## config.mk

```make
export PLATFORM = sky130hd
export DESIGN_NAME = smhd_top
export DESIGN_NICKNAME = d
export VERILOG_FILES = /design/src/smhd_pkg.sv /design/src/smhd_hdr_if.sv /design/src/smhd_top.sv /design/src/smhd_field_dec.sv
export SDC_FILE = /design/constraint.sdc
export NUM_CORES = 1
export LEC_CHECK = 0
export BUFFER_PORTS_ARGS = -buffer_cell sky130_fd_sc_hd__buf_2
export CAP_MARGIN = 0
export CORE_MARGIN = 3
export CORE_UTILIZATION = 50
export DETAILED_ROUTE_END_ITERATION = 8
export GPL_ROUTABILITY_DRIVEN = 0
export MAX_ROUTING_LAYER = met4
export PLACE_DENSITY = 0.67
export RECOVER_POWER = 100
export REMOVE_ABC_BUFFERS = 1
export SETUP_SLACK_MARGIN = 0.2
export SLEW_MARGIN = 40
export SYNTH_ARGS = -nofsm -noshare
export SYNTH_HDL_FRONTEND = slang
export SYNTH_HIERARCHICAL = 1
export SYNTH_SLANG_ARGS = --single-unit
```

## constraint.sdc

```tcl
create_clock -name aclk -period 2.1 [get_ports aclk]
set_input_delay 0.315 -clock aclk [delete_from_list [all_inputs] [get_ports aclk]]
set_output_delay 0.315 -clock aclk [all_outputs]
set_load 0.02 [all_outputs]
```

## src/smhd_pkg.sv

```systemverilog
/*
 * Constants, types and the control register map of the sampler message
 * header decoder. Assumes one 250 MHz clock, synchronous active-low reset.
 */
// Behaviour
// - destination y position is header dword 4 bits 31:16, unsigned.
// - 32-byte aligned state pointer in dword 3 bits 31:5; not fetch/info.
// - without header, state pointer comes from the command stream input.
// - dword 2 bits 31:24: output target binding index, zero-length replies.
// - dword 2 bit 23 adds pixel null mask phase; ignored for scaling.
// - in shared 8-lane/4x2 mode, dword 2 bit 22 picks 4x2 when set.
// - wide unorm and scaling take output format from dword 2 bits 19:18.
// - scaling: format for adaptive, min/max only; min/max full only.
// - gather requests take sampled channel from dword 2 bits 17:16.
// - dword 2 bits 15..12 mask alpha, blue, green, red writeback.
// - u, v, r offsets are signed 4-bit fields at bits 11:8, 7:4, 3:0.
// - no offsets for wide, scaling; no u, v for per-pixel-offset gather.
// - absent header decodes as all-zero: channels enabled, offsets zero.
// - zero-length scaling response goes straight to memory.
package smhd_pkg;
	localparam int unsigned DESTY_LSB = 16;
	localparam int unsigned DESTX_LSB = 0;
	localparam int unsigned SSP_LSB = 5;
	localparam int unsigned BTI_LSB = 24;
	localparam int unsigned PNM_BIT = 23;
	localparam int unsigned SIMDX_BIT = 22;
	localparam int unsigned OFMT_LSB = 18;
	localparam int unsigned GCH_LSB = 16;
	localparam int unsigned WMASK_LSB = 12;
	localparam int unsigned UOFF_LSB = 8;
	localparam int unsigned VOFF_LSB = 4;
	localparam int unsigned ROFF_LSB = 0;
	// control/status register byte addresses
	localparam logic [7:0] REG_D2 = 8'h00;
	localparam logic [7:0] REG_D3 = 8'h04;
	localparam logic [7:0] REG_D4 = 8'h08;
	localparam logic [7:0] REG_REQ = 8'h0C;
	localparam logic [7:0] REG_CSPTR = 8'h10;
	localparam logic [7:0] REG_RES0 = 8'h14;
	localparam logic [7:0] REG_RES1 = 8'h18;
	localparam logic [7:0] REG_RES2 = 8'h1C;
	localparam logic [7:0] REG_STAT = 8'h20;
	localparam logic [31:0] RESET_WORD = 32'h0000_0000;
	localparam logic [1:0] RESP_OKAY = 2'h0;
	localparam logic [1:0] RESP_SLVERR = 2'h2;
	// request type codes in REG_REQ bits 3:0
	typedef enum logic [3:0] {
		SMHD_SAMPLE = 4'h0,
		SMHD_FETCH = 4'h1,
		SMHD_RESINFO = 4'h2,
		SMHD_GATHER = 4'h3,
		SMHD_GATHER_PO = 4'h4,
		SMHD_UNORM = 4'h5,
		SMHD_SCALE = 4'h6,
		SMHD_KILLPIX = 4'h7
	} smhd_req_t;
	// scaling function in REG_REQ bits 5:4
	typedef enum logic [1:0] {
		SMHD_FN_ADAPT = 2'h0,
		SMHD_FN_MINMAX = 2'h1,
		SMHD_FN_VIDEO = 2'h2,
		SMHD_FN_OTHER = 2'h3
	} smhd_fn_t;
	localparam logic [1:0] OFMT_16FULL = 2'h0;
	localparam logic [1:0] OFMT_8FULL = 2'h2;
	typedef enum logic [2:0] {
		SMHD_IDLE = 3'h1,
		SMHD_DECODE = 3'h2,
		SMHD_DONE = 3'h4
	} smhd_state_t;
endpackage : smhd_pkg

```

## src/smhd_hdr_if.sv

```systemverilog
/*
 * Carrier of raw header words and request context into the field decoder.
 * Assumes producer and consumer sit on the same clock.
 */
`timescale 1ns/1ns
`default_nettype none
interface smhd_hdr_if;
	logic [31:0] d2;
	logic [31:0] d3;
	logic [31:0] d4;
	logic [31:0] cs_ptr;
	logic hdr_present;
	logic simd_shared;
	logic zero_resp;
	smhd_pkg::smhd_req_t req;
	smhd_pkg::smhd_fn_t fn;
	modport src (output d2, d3, d4, cs_ptr, hdr_present, simd_shared,
		zero_resp, req, fn);
	modport dst (input d2, d3, d4, cs_ptr, hdr_present, simd_shared,
		zero_resp, req, fn);
endinterface : smhd_hdr_if
`default_nettype wire

```

## src/smhd_top.sv

```systemverilog
/*
 * Sampler message header decoder with an AXI4-Lite control slave.
 * Software loads header words and context, writes the request register to
 * start, and reads the decoded fields back. Assumes a single clock.
 */
// Chosen here: register access over AXI4-Lite and the register addresses.
`timescale 1ns/1ns
`default_nettype none
module smhd_top (
	input wire logic aclk, // 250 MHz
	input wire logic aresetn, // sync, active low
	input wire logic [7:0] s_awaddr, // write address
	input wire logic s_awvalid, // write address valid
	output logic s_awready, // write address ready
	input wire logic [31:0] s_wdata, // write data
	input wire logic [3:0] s_wstrb, // byte strobes
	input wire logic s_wvalid, // write data valid
	output logic s_wready, // write data ready
	output logic [1:0] s_bresp, // write response
	output logic s_bvalid, // response valid
	input wire logic s_bready, // response ready
	input wire logic [7:0] s_araddr, // read address
	input wire logic s_arvalid, // read address valid
	output logic s_arready, // read address ready
	output logic [31:0] s_rdata, // read data
	output logic [1:0] s_rresp, // read response
	output logic s_rvalid, // read valid
	input wire logic s_rready, // read ready
	output logic done, // decode result valid
	output logic direct_write // scaling result to memory
);
	logic [31:0] d2_q, d3_q, d4_q, csp_q, req_q;
	logic [95:0] res_q;
	wire [95:0] res_d;
	logic done_q, dw_q;
	smhd_pkg::smhd_state_t st_q, st_d;
	logic aw_q, w_q, ar_q;
	logic [7:0] awa_q, ara_q;
	logic [31:0] wd_q;
	logic [3:0] ws_q;

	smhd_hdr_if hif ();
	assign hif.d2 = d2_q;
	assign hif.d3 = d3_q;
	assign hif.d4 = d4_q;
	assign hif.cs_ptr = csp_q;
	assign hif.hdr_present = req_q[8];
	assign hif.simd_shared = req_q[9];
	assign hif.zero_resp = req_q[10];
	assign hif.req = smhd_pkg::smhd_req_t'(req_q[3:0]);
	assign hif.fn = smhd_pkg::smhd_fn_t'(req_q[5:4]);

	smhd_field_dec u_dec (
		.h(hif),
		.res(res_d)
	);

	// write channel: capture address and data in either order
	wire wr_go = aw_q && w_q && !s_bvalid;
	wire start = wr_go && awa_q == smhd_pkg::REG_REQ;
	wire wr_ok = awa_q inside {smhd_pkg::REG_D2, smhd_pkg::REG_D3,
		smhd_pkg::REG_D4, smhd_pkg::REG_REQ, smhd_pkg::REG_CSPTR};
	function automatic logic [31:0] merge(input logic [31:0] o,
		input logic [31:0] n, input logic [3:0] s);
		logic [31:0] r;
		r = o;
		for (int i = 0; i < 4; i++) begin
			if (s[i]) begin
				r[i*8 +: 8] = n[i*8 +: 8];
			end
		end
		return r;
	endfunction : merge

	always_ff @(posedge aclk) begin
		if (!aresetn) begin
			aw_q <= 1'b0;
			w_q <= 1'b0;
			awa_q <= 8'h00;
			wd_q <= smhd_pkg::RESET_WORD;
			ws_q <= 4'h0;
		end else begin
			if (s_awvalid && s_awready) begin
				aw_q <= 1'b1;
				awa_q <= s_awaddr;
			end else if (wr_go) begin
				aw_q <= 1'b0;
			end
			if (s_wvalid && s_wready) begin
				w_q <= 1'b1;
				wd_q <= s_wdata;
				ws_q <= s_wstrb;
			end else if (wr_go) begin
				w_q <= 1'b0;
			end
		end
	end

	always_ff @(posedge aclk) begin
		if (!aresetn) begin
			s_awready <= 1'b0;
			s_wready <= 1'b0;
			s_bvalid <= 1'b0;
			s_bresp <= smhd_pkg::RESP_OKAY;
		end else begin
			s_awready <= !aw_q && !(s_awvalid && s_awready);
			s_wready <= !w_q && !(s_wvalid && s_wready);
			if (wr_go) begin
				s_bvalid <= 1'b1;
				s_bresp <= wr_ok ? smhd_pkg::RESP_OKAY : smhd_pkg::RESP_SLVERR;
			end else if (s_bready) begin
				s_bvalid <= 1'b0;
			end
		end
	end

	always_ff @(posedge aclk) begin
		if (!aresetn) begin
			d2_q <= smhd_pkg::RESET_WORD;
			d3_q <= smhd_pkg::RESET_WORD;
			d4_q <= smhd_pkg::RESET_WORD;
			csp_q <= smhd_pkg::RESET_WORD;
			req_q <= smhd_pkg::RESET_WORD;
		// writes during decode are dropped but still answered
		end else if (wr_go && st_q != smhd_pkg::SMHD_DECODE) begin
			case (awa_q)
				smhd_pkg::REG_D2: d2_q <= merge(d2_q, wd_q, ws_q);
				smhd_pkg::REG_D3: d3_q <= merge(d3_q, wd_q, ws_q);
				smhd_pkg::REG_D4: d4_q <= merge(d4_q, wd_q, ws_q);
				smhd_pkg::REG_CSPTR: csp_q <= merge(csp_q, wd_q, ws_q);
				smhd_pkg::REG_REQ: req_q <= merge(req_q, wd_q, ws_q);
				default: req_q <= req_q;
			endcase
		end
	end

	// decode takes one cycle after the request word lands
	always_comb begin
		st_d = st_q;
		case (st_q)
			smhd_pkg::SMHD_IDLE: if (start) st_d = smhd_pkg::SMHD_DECODE;
			smhd_pkg::SMHD_DECODE: st_d = smhd_pkg::SMHD_DONE;
			smhd_pkg::SMHD_DONE: if (start) st_d = smhd_pkg::SMHD_DECODE;
			default: st_d = smhd_pkg::SMHD_IDLE;
		endcase
	end

	always_ff @(posedge aclk) begin
		if (!aresetn) begin
			st_q <= smhd_pkg::SMHD_IDLE;
			res_q <= '0;
			done_q <= 1'b0;
			dw_q <= 1'b0;
		end else begin
			st_q <= st_d;
			if (st_q == smhd_pkg::SMHD_DECODE) begin
				res_q <= res_d;
				done_q <= 1'b1;
				dw_q <= res_d[1];
			end else if (start) begin
				done_q <= 1'b0;
			end
		end
	end
	assign done = done_q;
	assign direct_write = dw_q;

	// read channel
	wire [31:0] stat = {29'h0, st_q};
	logic [31:0] rmux;
	logic rok;
	always_comb begin
		rok = 1'b1;
		case (ara_q)
			smhd_pkg::REG_D2: rmux = d2_q;
			smhd_pkg::REG_D3: rmux = d3_q;
			smhd_pkg::REG_D4: rmux = d4_q;
			smhd_pkg::REG_REQ: rmux = req_q;
			smhd_pkg::REG_CSPTR: rmux = csp_q;
			smhd_pkg::REG_RES0: rmux = res_q[95:64];
			smhd_pkg::REG_RES1: rmux = res_q[63:32];
			smhd_pkg::REG_RES2: rmux = res_q[31:0];
			smhd_pkg::REG_STAT: rmux = {stat[31:2], dw_q, done_q};
			default: begin
				rmux = 32'h0000_0000;
				rok = 1'b0;
			end
		endcase
	end

	always_ff @(posedge aclk) begin
		if (!aresetn) begin
			ar_q <= 1'b0;
			ara_q <= 8'h00;
			s_arready <= 1'b0;
			s_rvalid <= 1'b0;
			s_rdata <= 32'h0000_0000;
			s_rresp <= smhd_pkg::RESP_OKAY;
		end else begin
			s_arready <= !ar_q && !s_rvalid && !(s_arvalid && s_arready);
			if (s_arvalid && s_arready) begin
				ar_q <= 1'b1;
				ara_q <= s_araddr;
			end else if (ar_q) begin
				ar_q <= 1'b0;
				s_rvalid <= 1'b1;
				s_rdata <= rmux;
				s_rresp <= rok ? smhd_pkg::RESP_OKAY : smhd_pkg::RESP_SLVERR;
			end else if (s_rready) begin
				s_rvalid <= 1'b0;
			end
		end
	end
endmodule : smhd_top
`default_nettype wire

```

## src/smhd_field_dec.sv

```systemverilog
/*
 * Combinational field decoder for one sampler message header.
 * Assumes inputs are stable registered words from the top module.
 */
`timescale 1ns/1ns
`default_nettype none
module smhd_field_dec (
	smhd_hdr_if.dst h, // header and context
	output logic [95:0] res // packed decoded result
);
	wire [31:0] d2 = h.hdr_present ? h.d2 : smhd_pkg::RESET_WORD;
	wire [31:0] d3 = h.hdr_present ? h.d3 : smhd_pkg::RESET_WORD;
	wire [31:0] d4 = h.hdr_present ? h.d4 : smhd_pkg::RESET_WORD;
	wire is_scale = h.req == smhd_pkg::SMHD_SCALE;
	wire is_wide = is_scale || h.req == smhd_pkg::SMHD_UNORM;
	wire is_gath = h.req == smhd_pkg::SMHD_GATHER ||
		h.req == smhd_pkg::SMHD_GATHER_PO;
	wire no_ssp = h.req == smhd_pkg::SMHD_FETCH ||
		h.req == smhd_pkg::SMHD_RESINFO;
	wire [15:0] dest_y = d4[smhd_pkg::DESTY_LSB +: 16];
	wire [15:0] dest_x = {d4[smhd_pkg::DESTX_LSB + 2 +: 14], 2'h0};
	// pointer kept as byte offset, low five bits forced clear
	wire [31:0] ssp_hdr = {d3[31:smhd_pkg::SSP_LSB], 5'h00};
	wire [31:0] ssp = no_ssp ? 32'h0000_0000 :
		(h.hdr_present ? ssp_hdr : h.cs_ptr);
	wire [7:0] bti = h.zero_resp ? d2[smhd_pkg::BTI_LSB +: 8] : 8'h00;
	wire pnm = d2[smhd_pkg::PNM_BIT] && !is_scale;
	wire four_by_two = h.simd_shared && d2[smhd_pkg::SIMDX_BIT];
	wire [1:0] ofmt_raw = d2[smhd_pkg::OFMT_LSB +: 2];
	wire fmt_used = !is_scale || h.fn == smhd_pkg::SMHD_FN_ADAPT ||
		h.fn == smhd_pkg::SMHD_FN_MINMAX;
	// min/max has no chroma-downsampled forms: fall back to the full one
	wire [1:0] ofmt_mm = {ofmt_raw[1], 1'b0};
	wire [1:0] ofmt = !(is_wide && fmt_used) ? 2'h0 :
		(is_scale && h.fn == smhd_pkg::SMHD_FN_MINMAX) ? ofmt_mm : ofmt_raw;
	wire [1:0] gch = is_gath ? d2[smhd_pkg::GCH_LSB +: 2] : 2'h0;
	wire [3:0] wmask = d2[smhd_pkg::WMASK_LSB +: 4];
	wire uv_off = !is_wide && h.req != smhd_pkg::SMHD_GATHER_PO;
	wire [3:0] uoff = uv_off ? d2[smhd_pkg::UOFF_LSB +: 4] : 4'h0;
	wire [3:0] voff = uv_off ? d2[smhd_pkg::VOFF_LSB +: 4] : 4'h0;
	wire [3:0] roff = is_wide ? 4'h0 : d2[smhd_pkg::ROFF_LSB +: 4];
	wire direct_wr = is_scale && h.zero_resp;
	assign res = {dest_y, dest_x, ssp, bti, pnm, four_by_two, ofmt, gch,
		wmask, uoff, voff, roff, direct_wr, 1'b0};
endmodule : smhd_field_dec
`default_nettype wire

```

==> results of run 1 <==
[repair_timing]
item                                    4_1_cts  5_1_grt
endpoints found under the setup margin      146      196
setup buffers                                 1        7
gates cloned                                  1        6
gates resized for setup                       5       30
hold buffers                                  0        0
pin swaps                                     1        0
[worst max path at each step]
stage                           from                 endpoint  cells past startpoint
2_1_floorplan   st_q[2]$_SDFFE_PN0P_   req_q[16]$_SDFFE_PN0P_                      4
3_3_place_gp   ara_q[2]$_SDFFE_PN0P_  s_rdata[4]$_SDFFE_PN0P_                      6
3_5_place_dp    st_q[2]$_SDFFE_PN0P_     d4_q[8]$_SDFFE_PN0P_                      6
4_1_cts        ara_q[4]$_SDFFE_PN0P_  s_rdata[4]$_SDFFE_PN0P_                      6
5_1_grt        awa_q[5]$_SDFFE_PN0P_     d4_q[1]$_SDFFE_PN0P_                      6
6_report        st_q[2]$_SDFFE_PN0P_     d4_q[1]$_SDFFE_PN0P_                      7
[worst max-delay path: stages, from the launching register on]
cell and delay [ns]:
dfxtp_1 0.31, buf_4 0.16, or3b_4 0.42, nand4b_1 0.14, buf_8 0.18, buf_4 0.35, o31ai_1 0.13, a21boi_0 0.20
[stage by stage]
stage	worst slack, ns	hold slack, ns	cells	cell area, um2
CTS	0.160	0.0146	2536	20100
global placement	0.115	0.404	2462	18700
floorplan	-6.95	0.394	1799	16500
finish	0.116	0.0333	2549	20100
global route	0.0684	0.0330	2549	20100
detailed placement	0.102	0.419	2463	18700
[synthesized netlist by cell type, drive strengths merged, types with 4 or more instances]
| cell | count |
|---|---|
| and2 | 54 |
| a31oi | 4 |
| nor4 | 13 |
| nand2 | 336 |
| o21ai | 65 |
| a211oi | 11 |
| dfxtp | 354 |
| clkbuf | 108 |
| o211ai | 6 |
| nor2b | 5 |
| a2111oi | 5 |
| o31ai | 131 |
| nand3 | 169 |
| a21boi | 315 |
| buf | 98 |
| o22ai | 7 |
| and3b | 4 |
| nor3 | 32 |
| nor3b | 9 |
| nand2b | 12 |
| mux2 | 4 |
| or3b | 9 |
| mux2i | 83 |
| nor2 | 42 |
| inv | 10 |
| or3 | 8 |
| and3 | 14 |
| mux4 | 31 |
| a32oi | 5 |
| a21oi | 4 |
| a22oi | 4 |
| nand3b | 12 |
[power by group through the flow]
stage	clock, mW	sequential [mW]	combinational, mW
6_report	6.99	6.87	1.01
5_1_grt	7.35	6.88	1.06
3_3_place_gp	0	7.02	0.938
4_1_cts	7.07	6.87	0.967
3_5_place_dp	0	7.02	0.958
2_1_floorplan	0	7.04	0.397
[logic make-up after synthesis]
family	Yosys count
AND/OR/NAND/NOR	736
multiplexers	118
buffers and inverters	216
XOR/XNOR	2
AO/OA/AOI/OAI	574
flip-flops	354
other	2
[registers in the layout (all words and copies together), names as in the netlist, 3 cells and up]
signal,cells
ara_q,8
awa_q,8
csp_q,32
d2_q,32
d3_q,32
d4_q,32
req_q,32
res_q,96
s_rdata,32
st_q,3
wd_q,32
ws_q,4
[cell type report]
type	count	area, um2
fill	3028	13800
multi-input combinational	1435	9460
sequential	354	7100
timing repair buffer	231	1660
clock buffer	58	1160
tap	448	561
clock inverter	13	144
inverter	10	37.5
[layer usage]
metal | up-vias | part of all wire
met5 | - | 0
met4 | 0 | 0.044
met3 | 170 | 0.077
met2 | 682 | 0.45
met1 | 7673 | 0.43
li1 | 7308 | -
==> key figures, run 1 <==
Run status
  – Status: complete, no violations

Power and ir drop
  – Sequential Power Share: 0.462
  – Overall Power: 14.9 mW
  – Sw Ratio: 0.237
  – Internal Power: 11.3 mW
  – Clock network fraction of total power: 0.470
  – Combinational Power Share: 0.068
  – P_leak: 6.46 nW
  – Power per cell area: 739 nW/um2
  – Worst VDD drop: 0.504 mV
  – Sw Pwr: 3.52 mW

STA
  – Setup tns final: 0 ns
  – Actual slew at the worst max-slew pin: 1.16 ns
  – Max_slew headroom: 0.228
  – Max Slew Vio Count: 0
  – Clock Skews: 0.0100 ns
  – Final setup fails: 0
  – Fmax: 504 MHz
  – RSZ-0062 raised after global routing: yes
  – Hold Vio Cnt, Final: 0
  – Fin crit period: 1.98 ns
  – Fin crit share: 0.945

Synthesis
  – Synth Cell Area: 17,500 um2
  – Post-synth ARST share: 0
  – Area leader, netlist: dfxtp_1
  – Post-Synth XOR/XNOR Area: 0.00100
  – Top cell type's share of synthesized area: 0.406
  – Adder-cell area share of the yosys netlist: 0
  – Largest cells by area after synthesis: dfxtp_1 (41%), nand2_1 (7.2%), a21boi_1 (6.9%)
  – Mapped Cells: 2,002
  – Primary FF master, synth: dfxtp_1
  – Synth Area in Compound Gates: 0.238
  – Synth cell types: 67
  – Avg Inst Size Synth: 8.72 um2
  – Largest family of logic cells by synthesized area: compound AO/OA/AOI/OAI gates
  – Mux cell area share after synthesis: 0.0901
  – Yosys warnings: 6
  – Synth Area in Simple Gates: 0.206
  – EDFF count, synth: 0
  – Sequential share of the synthesized area: 0.406
  – Number of synthesized register bits: 354

Min path
  – Hold Crit Start: s_wdata[7]
  – Endpoint of the worst hold path: wd_q[7]$_SDFFE_PN0P_
  – Hold crit path type: in -> reg
  – WHS Path Cells: 3

Finish
  – # nets final: 2,132
  – Commonest non-fill, non-tap cell in the layout: dfxtp_1
  – Synthesis-to-finish area growth: 15.2%
  – Core Util, Final: 0.593
  – Commonest non-fill, non-tap cells in the layout: dfxtp_1 (348), nand2_1 (335), a21boi_0 (242)
  – Fraction of layout cells with a size suffix above 1: 0.150
  – Antenna cells: 0

Worst setup path
  – Worst EP required: 2.54 ns
  – Crit path kind: reg -> reg
  – R2R setup slack: 0.12 ns
  – CP Max Fanout: 16
  – CP startpoint kind: flip-flop
  – Worst-case reg-to-reg path depth: 7
  – Arrival time worst endpoint: 2.43 ns
  – Reg-to-reg critical path startpoint: st_q[2]$_SDFFE_PN0P_
  – Crit. End Element: flip-flop
  – FF-to-FF End: d4_q[1]$_SDFFE_PN0P_

Detailed routing
  – DR vias: 15,800
  – Vias per cell: 6.21
  – DRT Wirelength: 57.3 mm
  – Average wire per standard cell: 22.5 um
  – DRT Pass-1 Iters: 6
  – 1st-iter DRT viols: 1,618
  – Number of remaining DRC errors: 0
  – Post-route ant nets: 0

Die
  – Die height: 193 um
  – Core Rows: 67
  – Core footprint: 34,000 um2
  – Starting density of the core: 0.514
  – Die width: 193 um
  – Die area: 37,200 um2
  – Io pins: 102

Clock network
  – Clock Path Buffers: 3
  – Clk_lat worst skew: 0.53 ns
  – CTS root buf: clkbuf_16
  – CTS tree: yes
  – Clk slew on worst S/H paths: 0.06 ns
  – H-tree depth: 2
  – Num Clock Sinks: 354
  – CTS Buf Count: 41

GRT
  – GR Util met2: 0.471
  – Global-route wire length before repair: 86.5 mm
  – Largest net degree at the start of global routing: 152
  – Met3 Track Usage GR: 0.0376
  – Met1 GRT Util: 0.407
  – Overall Global Routing Usage: 0.303
  – Grt total ovfl: 0
  – Gr busiest metal: met2
  – Number of global-route vias before repair: 15,300
  – Initial antenna violation count: 0

Placed design
  – PortBufs: 99
  – HPWL after DPL: 35.0 mm

Run
  – Max cap viols: 0
Power figures use the tool's default switching activity.
==> inputs of run 2 (changes only) <==
--- a/config.mk
+++ b/config.mk
@@ -8,11 +8,10 @@
 export BUFFER_PORTS_ARGS = -buffer_cell sky130_fd_sc_hd__buf_2
 export CAP_MARGIN = 0
 export CORE_MARGIN = 3
-export CORE_UTILIZATION = 50
+export CORE_UTILIZATION = 30
 export DETAILED_ROUTE_END_ITERATION = 8
 export GPL_ROUTABILITY_DRIVEN = 0
 export MAX_ROUTING_LAYER = met4
-export PLACE_DENSITY = 0.67
 export RECOVER_POWER = 100
 export REMOVE_ABC_BUFFERS = 1
 export SETUP_SLACK_MARGIN = 0.2
==> run 2 against run 1 <==
Fmax decreased by 0.12%; clock skew increased by 0.012 ns; critical path depth decreased by 1; wire length increased by 7.6%; cell count increased by 14%; critical endpoint is now s_rdata[0]$_SDFFE_PN0P_.
==> key figures, run 2 (synthesized netlist as in run 1, its figures left out) <==
Power and ir drop
  – Power per cell area: 713 nW/um2
  – Overall Power: 15.0 mW
  – Worst VDD drop: 0.581 mV
  – P_leak: 6.68 nW

Clock network
  – Clk_lat worst skew: 0.58 ns
  – Num Clock Sinks: 354
  – CTS root buf: clkbuf_16
  – CTS Buf Count: 42
  – CTS tree: yes
  – Clock Path Buffers: 3
  – Clk slew on worst S/H paths: 0.06 ns
  – H-tree depth: 2

Min path
  – Hold crit path type: in -> reg
  – WHS Path Cells: 3

Detailed routing
  – Number of remaining DRC errors: 0
  – DR vias: 16,000
  – DRT Pass-1 Iters: 5
  – Average wire per standard cell: 21.3 um
  – Post-route ant nets: 0
  – Vias per cell: 5.52
  – DRT Wirelength: 61.7 mm
  – 1st-iter DRT viols: 1,313

Worst setup path
  – Critical path's top delay family: simple AND/OR/NAND/NOR gates
  – Critical path buffer and inverter count: 2
  – CP startpoint kind: flip-flop
  – CP Max Fanout: 8
  – Arrival time worst endpoint: 2.48 ns
  – Worst EP required: 2.59 ns
  – Crit-path slowest cell: or3_1
  – CP max stage delay: 0.48 ns
  – Worst-path cell chain: or3_1 > clkbuf_2 > nor2_1 > clkbuf_1 > a22oi_1 > o211ai_1
  – Worst-case reg-to-reg path depth: 6
  – Cell depth of the worst setup path: 6
  – R2R setup slack: 0.11 ns
  – Crit path kind: reg -> reg
  – Crit. End Element: flip-flop

GRT
  – Grt total ovfl: 0
  – Overall Global Routing Usage: 0.198
  – Global-route wire length before repair: 92.3 mm
  – Initial antenna violation count: 2
  – Largest net degree at the start of global routing: 156
  – Number of global-route vias before repair: 15,400

Die
  – Die height: 247 um
  – Core Rows: 87
  – Core footprint: 57,000 um2
  – Die area: 61,100 um2
  – Die width: 247 um
  – Io pins: 102
  – Starting density of the core: 0.306

STA
  – Fmax: 504 MHz
  – Actual slew at the worst max-slew pin: 1.00 ns
  – Fin crit period: 1.99 ns
  – Max_slew headroom: 0.330
  – Fin crit share: 0.946
  – Max Slew Vio Count: 0
  – Final setup fails: 0
  – RSZ-0062 raised after global routing: yes
  – Setup tns final: 0 ns
  – Hold Vio Cnt, Final: 0
  – Clock Skews: 0.0217 ns

Placed design
  – # placed instances: 2,763
  – HPWL after DPL: 39.0 mm
  – PortBufs: 99

Finish
  – Final cell count without fillers: 2,895
  – # nets final: 2,169
  – Synthesis-to-finish area growth: 20.4%
  – Fraction of layout cells with a size suffix above 1: 0.152
  – Core Util, Final: 0.369
  – Largest register FFs: 96
  – Largest Register: res_q
  – Commonest non-fill, non-tap cells in the layout: dfxtp_1 (350), nand2_1 (335), a21boi_0 (270)
  – Commonest non-fill, non-tap cell in the layout: dfxtp_1
  – Antenna cells: 0

Run
  – Max cap viols: 0

Run status
  – Status: complete, no violations
run 2: cell count changes in the layout (fill, tap and decap cells not counted), sizes merged:
cell         change
dlygate4sd3     +42
clkbuf          -11
buf              +3
inv              +3
bufinv           -2
clkinv           +2
clkinvlp         +1
run 2: layout make-up:
class                           count  area (um2)
Fill cell                        5844       36000
Multi-Input combinational cell   1435        9490
Sequential cell                   354        7100
Timing Repair Buffer              267        2150
Clock buffer                       56        1170
Tap cell                          756         946
Clock inverter                     17         135
Inverter                           10        37.5
run 2: metrics by stage:
step,hold slack (ns),area (um2),worst slack (ns)
floorplan,0.394,16500,-6.95
global placement,0.405,19000,-0.154
detailed placement,0.416,19100,0.0769
CTS,0.00283,20900,0.199
global route,0.0213,21000,0.0572
finish,0.0189,21000,0.114
run 2: routing by layer:
| layer | vias up | part of all wire | track usage |
|---|---|---|---|
| met5 | - | 0 | - |
| met4 | 0 | 0.032 | 0.0652 |
| met3 | 137 | 0.072 | 0.0331 |
| met2 | 642 | 0.46 | 0.315 |
| met1 | 7797 | 0.43 | 0.256 |
| li1 | 7401 | - | - |
run 2: final timing paths:
| path | from | end |
|---|---|---|
| max | ara_q[7]$_SDFFE_PN0P_ | s_rdata[0]$_SDFFE_PN0P_ |
| min | s_wstrb[1] | ws_q[1]$_SDFFE_PN0P_ |
| max reg2reg | ara_q[7]$_SDFFE_PN0P_ | s_rdata[0]$_SDFFE_PN0P_ |
| min reg2reg | ar_q$_SDFF_PN0_ | s_arready$_SDFF_PN0_ |
run 2: worst min-delay path, stage by stage:
cell	delay, ns
buf_2	0.10
nand2_1	0.05
a21boi_0	0.07
run 2: power by group:
group | internal (mW) | switching, mW
sequential | 6.77 | 0.111
combinational | 0.422 | 0.651
clock | 4.05 | 2.99
total | 11.2 | 3.76
run 2: what timing repair did:
item                       in CTS  in global routing
pin swaps                       2                  1
buffers inserted                7                  4
gates cloned                    0                  6
hold endpoints to repair       42                  0
resized for setup               8                 31
setup endpoints to repair     142                145
hold buffers                   42                  0
